### config.mk
export PLATFORM = sky130hd
export DESIGN_NAME = plf_core
export DESIGN_NICKNAME = d
export VERILOG_FILES = /design/src/common/plf_pkg.sv /design/src/common/plf_dec_if.sv /design/src/hdl/plf_phase_gen.sv /design/src/hdl/plf_decoder.sv /design/src/hdl/plf_core.sv
export SDC_FILE = /design/constraint.sdc
export NUM_CORES = 1
export LEC_CHECK = 0
export BUFFER_PORTS_ARGS = -buffer_cell sky130_fd_sc_hd__buf_2
export CELL_PAD_IN_SITES_DETAIL_PLACEMENT = 0
export CELL_PAD_IN_SITES_GLOBAL_PLACEMENT = 1
export CORE_ASPECT_RATIO = 1.25
export CORE_MARGIN = 8
export CORE_UTILIZATION = 41
export DETAILED_ROUTE_END_ITERATION = 12
export HOLD_SLACK_MARGIN = 0.02
export PLACE_DENSITY = 0.9
export SLEW_MARGIN = 20
export SYNTH_ARGS = -nofsm -noshare
export SYNTH_HDL_FRONTEND = slang
export SYNTH_SLANG_ARGS = --single-unit
### constraint.sdc
create_clock -name clk_i -period 1.9 [get_ports clk_i]
set_input_delay 0.095 -clock clk_i [delete_from_list [all_inputs] [get_ports clk_i]]
set_output_delay 0.095 -clock clk_i [all_outputs]
set_load 0.03 [all_outputs]
### src/common/plf_pkg.sv
// Shared constants and types for the pointer-load / file-copy execute block
package plf_pkg;
   // Instruction encodings
   localparam logic [9:0]  PLL_W1_PFX     = 10'h3B8;   // 1110 1110 00
   localparam logic [7:0]  PLL_W2_PFX     = 8'hF0;     // 1111 0000
   localparam logic [5:0]  FCP_PFX        = 6'h14;     // 0101 00
   localparam logic [7:0]  BSL_PFX        = 8'h01;     // 0000 0001
   localparam int          PTR_W          = 12;
   localparam int          PTR_NUM        = 3;
   localparam logic [1:0]  PTR_IDX_NONE   = 2'h3;
   localparam logic [7:0]  ACCESS_SPLIT   = 8'h80;
   localparam logic [3:0]  ACCESS_LO_BANK = 4'h0;
   localparam logic [3:0]  ACCESS_HI_BANK = 4'hF;
   // Register offsets (byte addresses)
   localparam int          ADR_W          = 8;
   localparam logic [7:0]  REG_CTRL       = 8'h00;
   localparam logic [7:0]  REG_STATUS     = 8'h04;
   localparam logic [7:0]  REG_WACC       = 8'h08;
   localparam logic [7:0]  REG_BANK_SEL   = 8'h0C;
   localparam logic [7:0]  REG_PTR0       = 8'h10;
   localparam logic [7:0]  REG_PTR1       = 8'h14;
   localparam logic [7:0]  REG_PTR2       = 8'h18;
   // Field positions
   localparam int          CTRL_RUN_BIT   = 0;
   localparam int          ST_Z_BIT       = 0;
   localparam int          ST_N_BIT       = 1;
   localparam int          ST_PEND_BIT    = 2;
   // Reset values
   localparam logic        RST_RUN        = 1'b0;
   localparam logic [7:0]  RST_WACC       = 8'h00;
   localparam logic [7:0]  RST_BANK_SEL   = 8'h00;
   localparam logic [11:0] RST_PTR        = 12'h000;
   localparam logic [1:0]  PH_LAST        = 2'h3;

   typedef enum logic [1:0] {
      OP_NONE = 2'b00,
      OP_PLL  = 2'b01,
      OP_FCP  = 2'b10,
      OP_BSL  = 2'b11
   } plf_op_t;

   typedef enum logic [1:0] {
      PH_Q1 = 2'b00,
      PH_Q2 = 2'b01,
      PH_Q3 = 2'b10,
      PH_Q4 = 2'b11
   } plf_phase_t;

   typedef enum logic {
      SEQ_FIRST  = 1'b0,
      SEQ_SECOND = 1'b1
   } plf_seq_t;
endpackage : plf_pkg

### src/common/plf_dec_if.sv
// Decoded instruction fields passed from decoder to execute logic
`timescale 1ns/10ps
interface plf_dec_if;
   import plf_pkg::*;
   logic [15:0] word;
   plf_op_t     op;
   logic [1:0]  ptr_idx;
   logic [3:0]  lit_hi;
   logic [7:0]  lit_lo;
   logic        second_ok;
   logic        dest;
   logic        bank_mode;
   logic [7:0]  faddr;
   modport dec (input word, output op, ptr_idx, lit_hi, lit_lo, second_ok, dest, bank_mode,
                faddr);
   modport exe (output word, input op, ptr_idx, lit_hi, lit_lo, second_ok, dest, bank_mode,
                faddr);
endinterface : plf_dec_if

### src/hdl/plf_phase_gen.sv
// Four-phase instruction cycle generator, one-cycle enable per phase
`timescale 1ns/10ps
module plf_phase_gen
   import plf_pkg::*;
(
   input  wire logic       clk_i,
   input  wire logic       rst_i,
   input  wire logic       run_i,
   output plf_phase_t      phase_o,
   output logic            step_o
);
   plf_phase_t phase;
   plf_phase_t next_phase;

   always_comb begin
      next_phase = phase;
      if (run_i) begin
         next_phase = plf_phase_t'(phase + 2'h1);
      end
   end

   always_ff @(posedge clk_i) begin
      if (rst_i) begin
         phase <= PH_Q1;
      end else begin
         phase <= next_phase;
      end
   end

   assign phase_o = phase;
   assign step_o  = run_i;
endmodule : plf_phase_gen

### src/hdl/plf_decoder.sv
// Combinational opcode decoder for the supported instructions
`timescale 1ns/10ps
module plf_decoder
   import plf_pkg::*;
(
   plf_dec_if.dec d
);
   always_comb begin
      d.op = OP_NONE;
      if (d.word[15:6] == PLL_W1_PFX) begin
         d.op = OP_PLL;
      end else if (d.word[15:10] == FCP_PFX) begin
         d.op = OP_FCP;
      end else if (d.word[15:8] == BSL_PFX) begin
         d.op = OP_BSL;
      end
   end

   assign d.ptr_idx   = d.word[5:4];
   assign d.lit_hi    = d.word[3:0];
   assign d.lit_lo    = d.word[7:0];
   assign d.second_ok = (d.word[15:8] == PLL_W2_PFX);
   assign d.dest      = d.word[9];
   assign d.bank_mode = d.word[8];
   assign d.faddr     = d.word[7:0];
endmodule : plf_decoder

### src/hdl/plf_core.sv
// Pointer-literal-load and file-copy execute block with Wishbone registers
`timescale 1ns/10ps
module plf_core
   import plf_pkg::*;
#(
   parameter logic [7:0] ACC_SPLIT = ACCESS_SPLIT
)
(
   input  wire logic             clk_i,
   input  wire logic             rst_i,
   // Wishbone classic slave
   input  wire logic             cyc_i,
   input  wire logic             stb_i,
   input  wire logic             we_i,
   input  wire logic [ADR_W-1:0] adr_i,
   input  wire logic [3:0]       sel_i,
   input  wire logic [31:0]      dat_i,
   output logic [31:0]           dat_o,
   output logic                  ack_o,
   // Instruction fetch path
   input  wire logic             instr_valid_i,
   input  wire logic [15:0]      instr_i,
   output logic                  instr_ack_o,
   // Data memory
   output logic [11:0]           dm_addr_o,
   output logic                  dm_re_o,
   input  wire logic [7:0]       dm_rdata_i,
   output logic                  dm_we_o,
   output logic [7:0]            dm_wdata_o
);
   ////////////////////////////////////////////////////////////////////////////
   // Phase generator and decoder
   plf_phase_t phase;
   logic       step;
   logic       run;
   plf_dec_if  dif ();

   plf_phase_gen u_phase (
      .clk_i   (clk_i),
      .rst_i   (rst_i),
      .run_i   (run),
      .phase_o (phase),
      .step_o  (step)
   );

   plf_decoder u_dec (
      .d (dif)
   );

   logic q1;
   logic q2;
   logic q3;
   logic q4;
   assign q1 = step && (phase == PH_Q1);
   assign q2 = step && (phase == PH_Q2);
   assign q3 = step && (phase == PH_Q3);
   assign q4 = step && (phase == PH_Q4);

   ////////////////////////////////////////////////////////////////////////////
   // Core state
   logic [15:0]      ir;
   logic             ir_valid;
   plf_seq_t         seq;
   logic [1:0]       pend_idx;
   logic [7:0]       mv;
   logic [7:0]       wacc;
   logic [7:0]       bank_sel;
   logic             flag_z;
   logic             flag_n;
   logic [PTR_W-1:0] ptr      [PTR_NUM];
   logic             ack_q;

   logic [15:0]      next_ir;
   logic             next_ir_valid;
   plf_seq_t         next_seq;
   logic [1:0]       next_pend_idx;
   logic [7:0]       next_mv;
   logic [7:0]       next_wacc;
   logic [7:0]       next_bank_sel;
   logic             next_flag_z;
   logic             next_flag_n;
   logic [PTR_W-1:0] next_ptr [PTR_NUM];
   logic             next_run;
   logic             next_ack;
   logic [31:0]      next_dat;
   logic [11:0]      next_dm_addr;
   logic             next_dm_re;
   logic             next_dm_we;
   logic [7:0]       next_dm_wdata;
   logic             next_instr_ack;

   assign dif.word = ir;

   logic        wb_req;
   logic        wb_wr;
   logic [11:0] bank_addr;
   logic        fcp_now;
   logic        pll_now;

   assign wb_req  = cyc_i && stb_i && !ack_q;
   assign wb_wr   = wb_req && we_i;
   // Second word is never decoded as a new opcode
   assign fcp_now = ir_valid && (seq == SEQ_FIRST) && (dif.op == OP_FCP);
   assign pll_now = ir_valid && (seq == SEQ_FIRST) && (dif.op == OP_PLL);

   // Access bank splits low RAM and high special registers
   always_comb begin
      if (dif.bank_mode) begin
         bank_addr = {bank_sel[3:0], dif.faddr};
      end else if (dif.faddr < ACC_SPLIT) begin
         bank_addr = {ACCESS_LO_BANK, dif.faddr};
      end else begin
         bank_addr = {ACCESS_HI_BANK, dif.faddr};
      end
   end

   ////////////////////////////////////////////////////////////////////////////
   // Next-state logic: software writes first, instruction writes override
   always_comb begin
      next_ir        = ir;
      next_ir_valid  = ir_valid;
      next_seq       = seq;
      next_pend_idx  = pend_idx;
      next_mv        = mv;
      next_wacc      = wacc;
      next_bank_sel  = bank_sel;
      next_flag_z    = flag_z;
      next_flag_n    = flag_n;
      next_ptr       = ptr;
      next_run       = run;

      // Software writes first; an instruction write in the same cycle wins
      if (wb_wr && sel_i[0]) begin
         unique case (adr_i)
            REG_CTRL: next_run = dat_i[CTRL_RUN_BIT];
            REG_WACC: next_wacc = dat_i[7:0];
            REG_BANK_SEL: next_bank_sel = dat_i[7:0];
            REG_PTR0: next_ptr[0][7:0] = dat_i[7:0];
            REG_PTR1: next_ptr[1][7:0] = dat_i[7:0];
            REG_PTR2: next_ptr[2][7:0] = dat_i[7:0];
            default:  next_run = run;
         endcase
      end
      if (wb_wr && sel_i[1]) begin
         unique case (adr_i)
            REG_PTR0: next_ptr[0][11:8] = dat_i[11:8];
            REG_PTR1: next_ptr[1][11:8] = dat_i[11:8];
            REG_PTR2: next_ptr[2][11:8] = dat_i[11:8];
            default:  next_run = next_run;
         endcase
      end

      // Q1: take next program word; no word means an idle cycle
      if (q1) begin
         next_ir_valid = instr_valid_i;
         if (instr_valid_i) begin
            next_ir = instr_i;
         end
      end

      // Q3: process data
      if (q3 && fcp_now) begin
         next_mv = dm_rdata_i;
      end

      // Q4: write results
      if (q4) begin
         if (seq == SEQ_SECOND) begin
            // Missing or malformed second word aborts the low-byte write
            if (ir_valid && dif.second_ok && pend_idx != PTR_IDX_NONE) begin
               next_ptr[pend_idx][7:0] = dif.lit_lo;
            end
            next_seq = SEQ_FIRST;
         end else if (pll_now) begin
            if (dif.ptr_idx != PTR_IDX_NONE) begin
               next_ptr[dif.ptr_idx][11:8] = dif.lit_hi;
            end
            next_pend_idx = dif.ptr_idx;
            next_seq      = SEQ_SECOND;
         end else if (fcp_now) begin
            if (!dif.dest) begin
               next_wacc = mv;
            end
            next_flag_z = (mv == 8'h00);
            next_flag_n = mv[7];
         end else if (ir_valid && dif.op == OP_BSL) begin
            next_bank_sel = dif.lit_lo;
         end
      end
   end

   ////////////////////////////////////////////////////////////////////////////
   // Bus response: read data stands only in the acknowledge cycle
   always_comb begin
      next_ack = wb_req;
      next_dat = 32'h0000_0000;
      // Unmapped offsets read as zero
      if (wb_req && !we_i) begin
         unique case (adr_i)
            REG_CTRL:     next_dat[CTRL_RUN_BIT] = run;
            REG_STATUS:   next_dat[2:0] = {seq == SEQ_SECOND, flag_n, flag_z};
            REG_WACC:     next_dat[7:0] = wacc;
            REG_BANK_SEL: next_dat[7:0] = bank_sel;
            REG_PTR0:     next_dat[11:0] = ptr[0];
            REG_PTR1:     next_dat[11:0] = ptr[1];
            REG_PTR2:     next_dat[11:0] = ptr[2];
            default:      next_dat = 32'h0000_0000;
         endcase
      end
   end

   always_ff @(posedge clk_i) begin
      if (rst_i) begin
         ack_q <= 1'b0;
         dat_o <= 32'h0000_0000;
      end else begin
         ack_q <= next_ack;
         dat_o <= next_dat;
      end
   end

   ////////////////////////////////////////////////////////////////////////////
   // Fetch and data-memory strobes, registered so the far side sees clean pulses
   always_comb begin
      next_instr_ack = q1 && instr_valid_i;
      next_dm_addr   = dm_addr_o;
      next_dm_re     = 1'b0;
      next_dm_we     = 1'b0;
      next_dm_wdata  = dm_wdata_o;

      // Q2: read the file register
      if (q2 && fcp_now) begin
         next_dm_addr = bank_addr;
         next_dm_re   = 1'b1;
      end
      // Address from Q2 still stands, so write-back hits the source register
      if (q4 && fcp_now && dif.dest) begin
         next_dm_we    = 1'b1;
         next_dm_wdata = mv;
      end
   end

   always_ff @(posedge clk_i) begin
      if (rst_i) begin
         instr_ack_o <= 1'b0;
         dm_addr_o   <= 12'h000;
         dm_re_o     <= 1'b0;
         dm_we_o     <= 1'b0;
         dm_wdata_o  <= 8'h00;
      end else begin
         instr_ack_o <= next_instr_ack;
         dm_addr_o   <= next_dm_addr;
         dm_re_o     <= next_dm_re;
         dm_we_o     <= next_dm_we;
         dm_wdata_o  <= next_dm_wdata;
      end
   end

   ////////////////////////////////////////////////////////////////////////////
   // Registers
   always_ff @(posedge clk_i) begin
      if (rst_i) begin
         ir          <= 16'h0000;
         ir_valid    <= 1'b0;
         seq         <= SEQ_FIRST;
         pend_idx    <= PTR_IDX_NONE;
         mv          <= 8'h00;
         wacc        <= RST_WACC;
         bank_sel    <= RST_BANK_SEL;
         flag_z      <= 1'b0;
         flag_n      <= 1'b0;
         for (int i = 0; i < PTR_NUM; i++) begin
            ptr[i] <= RST_PTR;
         end
         run         <= RST_RUN;
      end else begin
         ir          <= next_ir;
         ir_valid    <= next_ir_valid;
         seq         <= next_seq;
         pend_idx    <= next_pend_idx;
         mv          <= next_mv;
         wacc        <= next_wacc;
         bank_sel    <= next_bank_sel;
         flag_z      <= next_flag_z;
         flag_n      <= next_flag_n;
         ptr         <= next_ptr;
         run         <= next_run;
      end
   end

   assign ack_o = ack_q;
endmodule : plf_core

==> impl_metrics.yaml <==
outcome:
  status: "completed"
layout:
  fillers: 1385
  drive_gt1_share_pct: 21.7
  postLayoutCoreUtil_pct: 52.1
  fin_nets: 902
  final_cell_area_um2: 7690
  area_delta_synth_final_pct: 26.5
  diodes: 0
logic_synthesis:
  synth_area_per_cell_um2: 8.69
  synth_cells: 700
  synth_top_family_by_area: "simple AND/OR/NAND/NOR gates"
  yosysWarnings: 0
  synth_flop_cell: "dfxtp_1"
  synth_area_leaders: "dfxtp_1, a21oi_1, mux2i_1"
  ys_types: 53
  ys_seq_area_share_pct: 39.8
  yosys-mux-area-fraction_pct: 6.93
  synth_commonest_cells: "dfxtp_1, a21oi_1, nor2_1, nand2_1, clkbuf_1"
  synth_area_leader_cell: "dfxtp_1"
  synth-async-reset-ratio_pct: 0
  synthSimpleGateAreaFrac_pct: 24.2
  synth-xor-area-share_pct: 0.144
  synthAdderAreaFrac_pct: 0.823
  synth_compound_area_share_pct: 21.5
  yosysMostFrequentCell: "dfxtp_1"
  synth_area_um2: 6080
  synth_edf_count: 0
  ys_ff_latch: 121
  synth_top_cell_area_share_pct: 39.8
pwr:
  p_sw_share_pct: 23.3
  p_sw_mw: 1.41
  ir_worst_vdd_mv: 0.486
  internal_power_mw: 4.64
  power.share.clock_pct: 51.7
  power_frac_seq_pct: 42.0
  p_leak_nw: 3.05
  powerDensity_nw_per_um2: 786
  power_frac_comb_pct: 6.2
route:
  drc: 0
  avgRoutedWirePerCell_um: 18.4
  firstDrtPassIters: 5
  via_count: 5888
  wirelength_um: 18700
  ant_nets: 0
  first_iter_violations: 496
  vias_per_cell: 5.78
worst_setup_path:
  required_ns: 2.24
  end_kind: "register"
  crit_slowest_cell: "or3b_4"
  cp_top_family: "simple AND/OR/NAND/NOR gates"
  criticalPathCategory: "register to register"
  cpPeakStageDelay_ns: 0.45
  path_cells: "ha_1 > and2_1 > and4_1 > or3b_4 > a21oi_1"
  cp-start-kind: "register"
  arrival_ns: 2.15
  crit_fanout: 8
  path_buf_inv: 0
die:
  io_pins: 130
  die_w_um: 125
  dieArea_um2: 19000
  start_util_pct: 41.2
  dieHeight_um: 152
  row_count: 50
  core_area_um2: 14800
cts:
  clock_sinks: 121
  cts_buffers: 17
  clock_latency_ns: 0.42
  cts.clk_slew.worst_paths_ns: 0.06
  cts-root-buf: "clkbuf_16"
  cts_tree: "done"
  htreeDepth: 4
  cts_buffer_depth: 2
placed_design:
  place_congestion: 0.850
  placed_cell_area_um2: 6780
  port_buffers: 87
  dp.final_hpwl_um: 13100
run:
  maxCapViolations: 0
timing:
  setup_viol: 0
  maxSlewViolCount: 0
  fmax_mhz: 553
  finalCriticalPeriod_ns: 1.81
  fin_skew_ns: 0.00710
  period_share_pct: 95.2
  final-hold-violation-count: 0
  maxSlewHeadroom_pct: 62.5
  tightest_slew_ns: 0.561
grt:
  grt_pass1_wl_um: 30400
  grt_start_max_net_pins: 38
  grt_pass1_vias: 5769
  antenna_found_initial: 0
  grt-ovfl-total: 0
  track_usage_pct: 19.6
worst_hold_path:
  min_path_type: "input port to register"
final timing paths:
| path | startpoint | to | slack, ns | cells after the start |
|---|---|---|---|---|
| worst max-delay path | u_phase.phase_o[0] | ptr[26] | 0.09 | 5 |
| worst min-delay path | stb_i | ack_o | 0.06 | 3 |
| worst max register to register | u_phase.phase_o[0] | ptr[26] | 0.09 | 5 |
| worst min register to register | dm_addr_o[2] | dm_addr_o[2] | 0.45 | 2 |
kinds of logic (layout without fill, tap and decap cells):
group	Yosys count	in the layout
AOI/OAI and AO/OA	197	197
xor gates and xnor gates	1	1
adders and majority gates	4	4
buffers and inverters	76	194
DFF	121	121
muxes	40	40
other	1	20
and+or+nand+nor	260	260
sequential cells by signal, indices dropped and copies added (netlist names), 2 cells and up:
name	cells
bank_sel	8
dat_o	12
dif.word	16
dm_addr_o	12
dm_wdata_o	8
mv	8
pend_idx	2
ptr	36
u_phase.phase_o	2
wacc	8
metrics by stage:
| step | power [mW] | worst slack, ns | hold slack [ns] | cells | setup TNS, ns |
|---|---|---|---|---|---|
| finish | 6.04 | 0.0910 | 0.0578 | 1019 | 0 |
| global route | 6.23 | -0.00403 | 0.0815 | 1019 | -0.00403 |
| CTS | 6.06 | 0.0393 | 0.0462 | 1018 | 0 |
| detailed placement | 2.92 | 0.0390 | 0.333 | 957 | 0 |
| global placement | 2.92 | 0.104 | 0.324 | 957 | 0 |
| floorplan | 2.83 | 0.234 | 0.231 | 719 | 0 |
cell usage in the layout (no fill, tap or decap), drive strengths merged, types with 7 or more instances in the layout:
cell type    Yosys  final
a32oi           23     23
clkbuf          33     20
dfxtp          121    121
nand3b           7      7
dlygate4sd3      0     29
and4b           15     15
nor2b           12     12
buf             40    130
conb             1     20
a22oi           24     24
nand3           17     17
nand2           59     59
a21oi           69     69
nor2            68     68
mux2i           32     32
a311oi           8      8
mux2             7      7
nand4           18     18
nor4b            7      7
nor3             7      7
o21bai          24     24
nor4bb           7      7
a211oi          16     16
and2            14     14
o21ai           17     17
worst min-delay path: stages:
cell	delay, ns
buf_2	0.13
nand3b_1	0.14
nor2_1	0.06
cell type report:
type	count	area [µm²]	area share, %
multi-input combinational	522	3370	43.9
sequential	121	2420	31.5
timing repair buffer	159	1090	14.1
clock buffer	20	447	5.81
tap	182	228	2.96
clock inverter	12	125	1.63
inverter	3	11.3	0.146
what timing repair did:
| action | 4_1_cts | 5_1_grt |
|---|---|---|
| setup endpoints to repair | 1 | 44 |
| buffers inserted | 0 | 1 |
| hold buffers | 29 | 0 |
| gates resized for setup | 1 | 5 |
| endpoints found under the hold margin | 29 | 0 |
metal layers:
layer | up-vias | global-route usage (%) | part of all wire [%]
li1 | 2814 | - | -
met1 | 2778 | 24.3 | 42
met2 | 264 | 31.6 | 48
met3 | 32 | 4.94 | 8.0
met4 | 0 | 8.55 | 2.3
met5 | - | 0 | 0
power by group through the flow:
stage | clock network [mW] | registers, mW | logic, mW
global placement | 0 | 2.60 | 0.323
CTS | 3.15 | 2.54 | 0.371
detailed placement | 0 | 2.60 | 0.324
global route | 3.29 | 2.54 | 0.405
finish | 3.13 | 2.54 | 0.377
floorplan | 0 | 2.60 | 0.230
No activity file was read; power rests on OpenSTA's default activity.
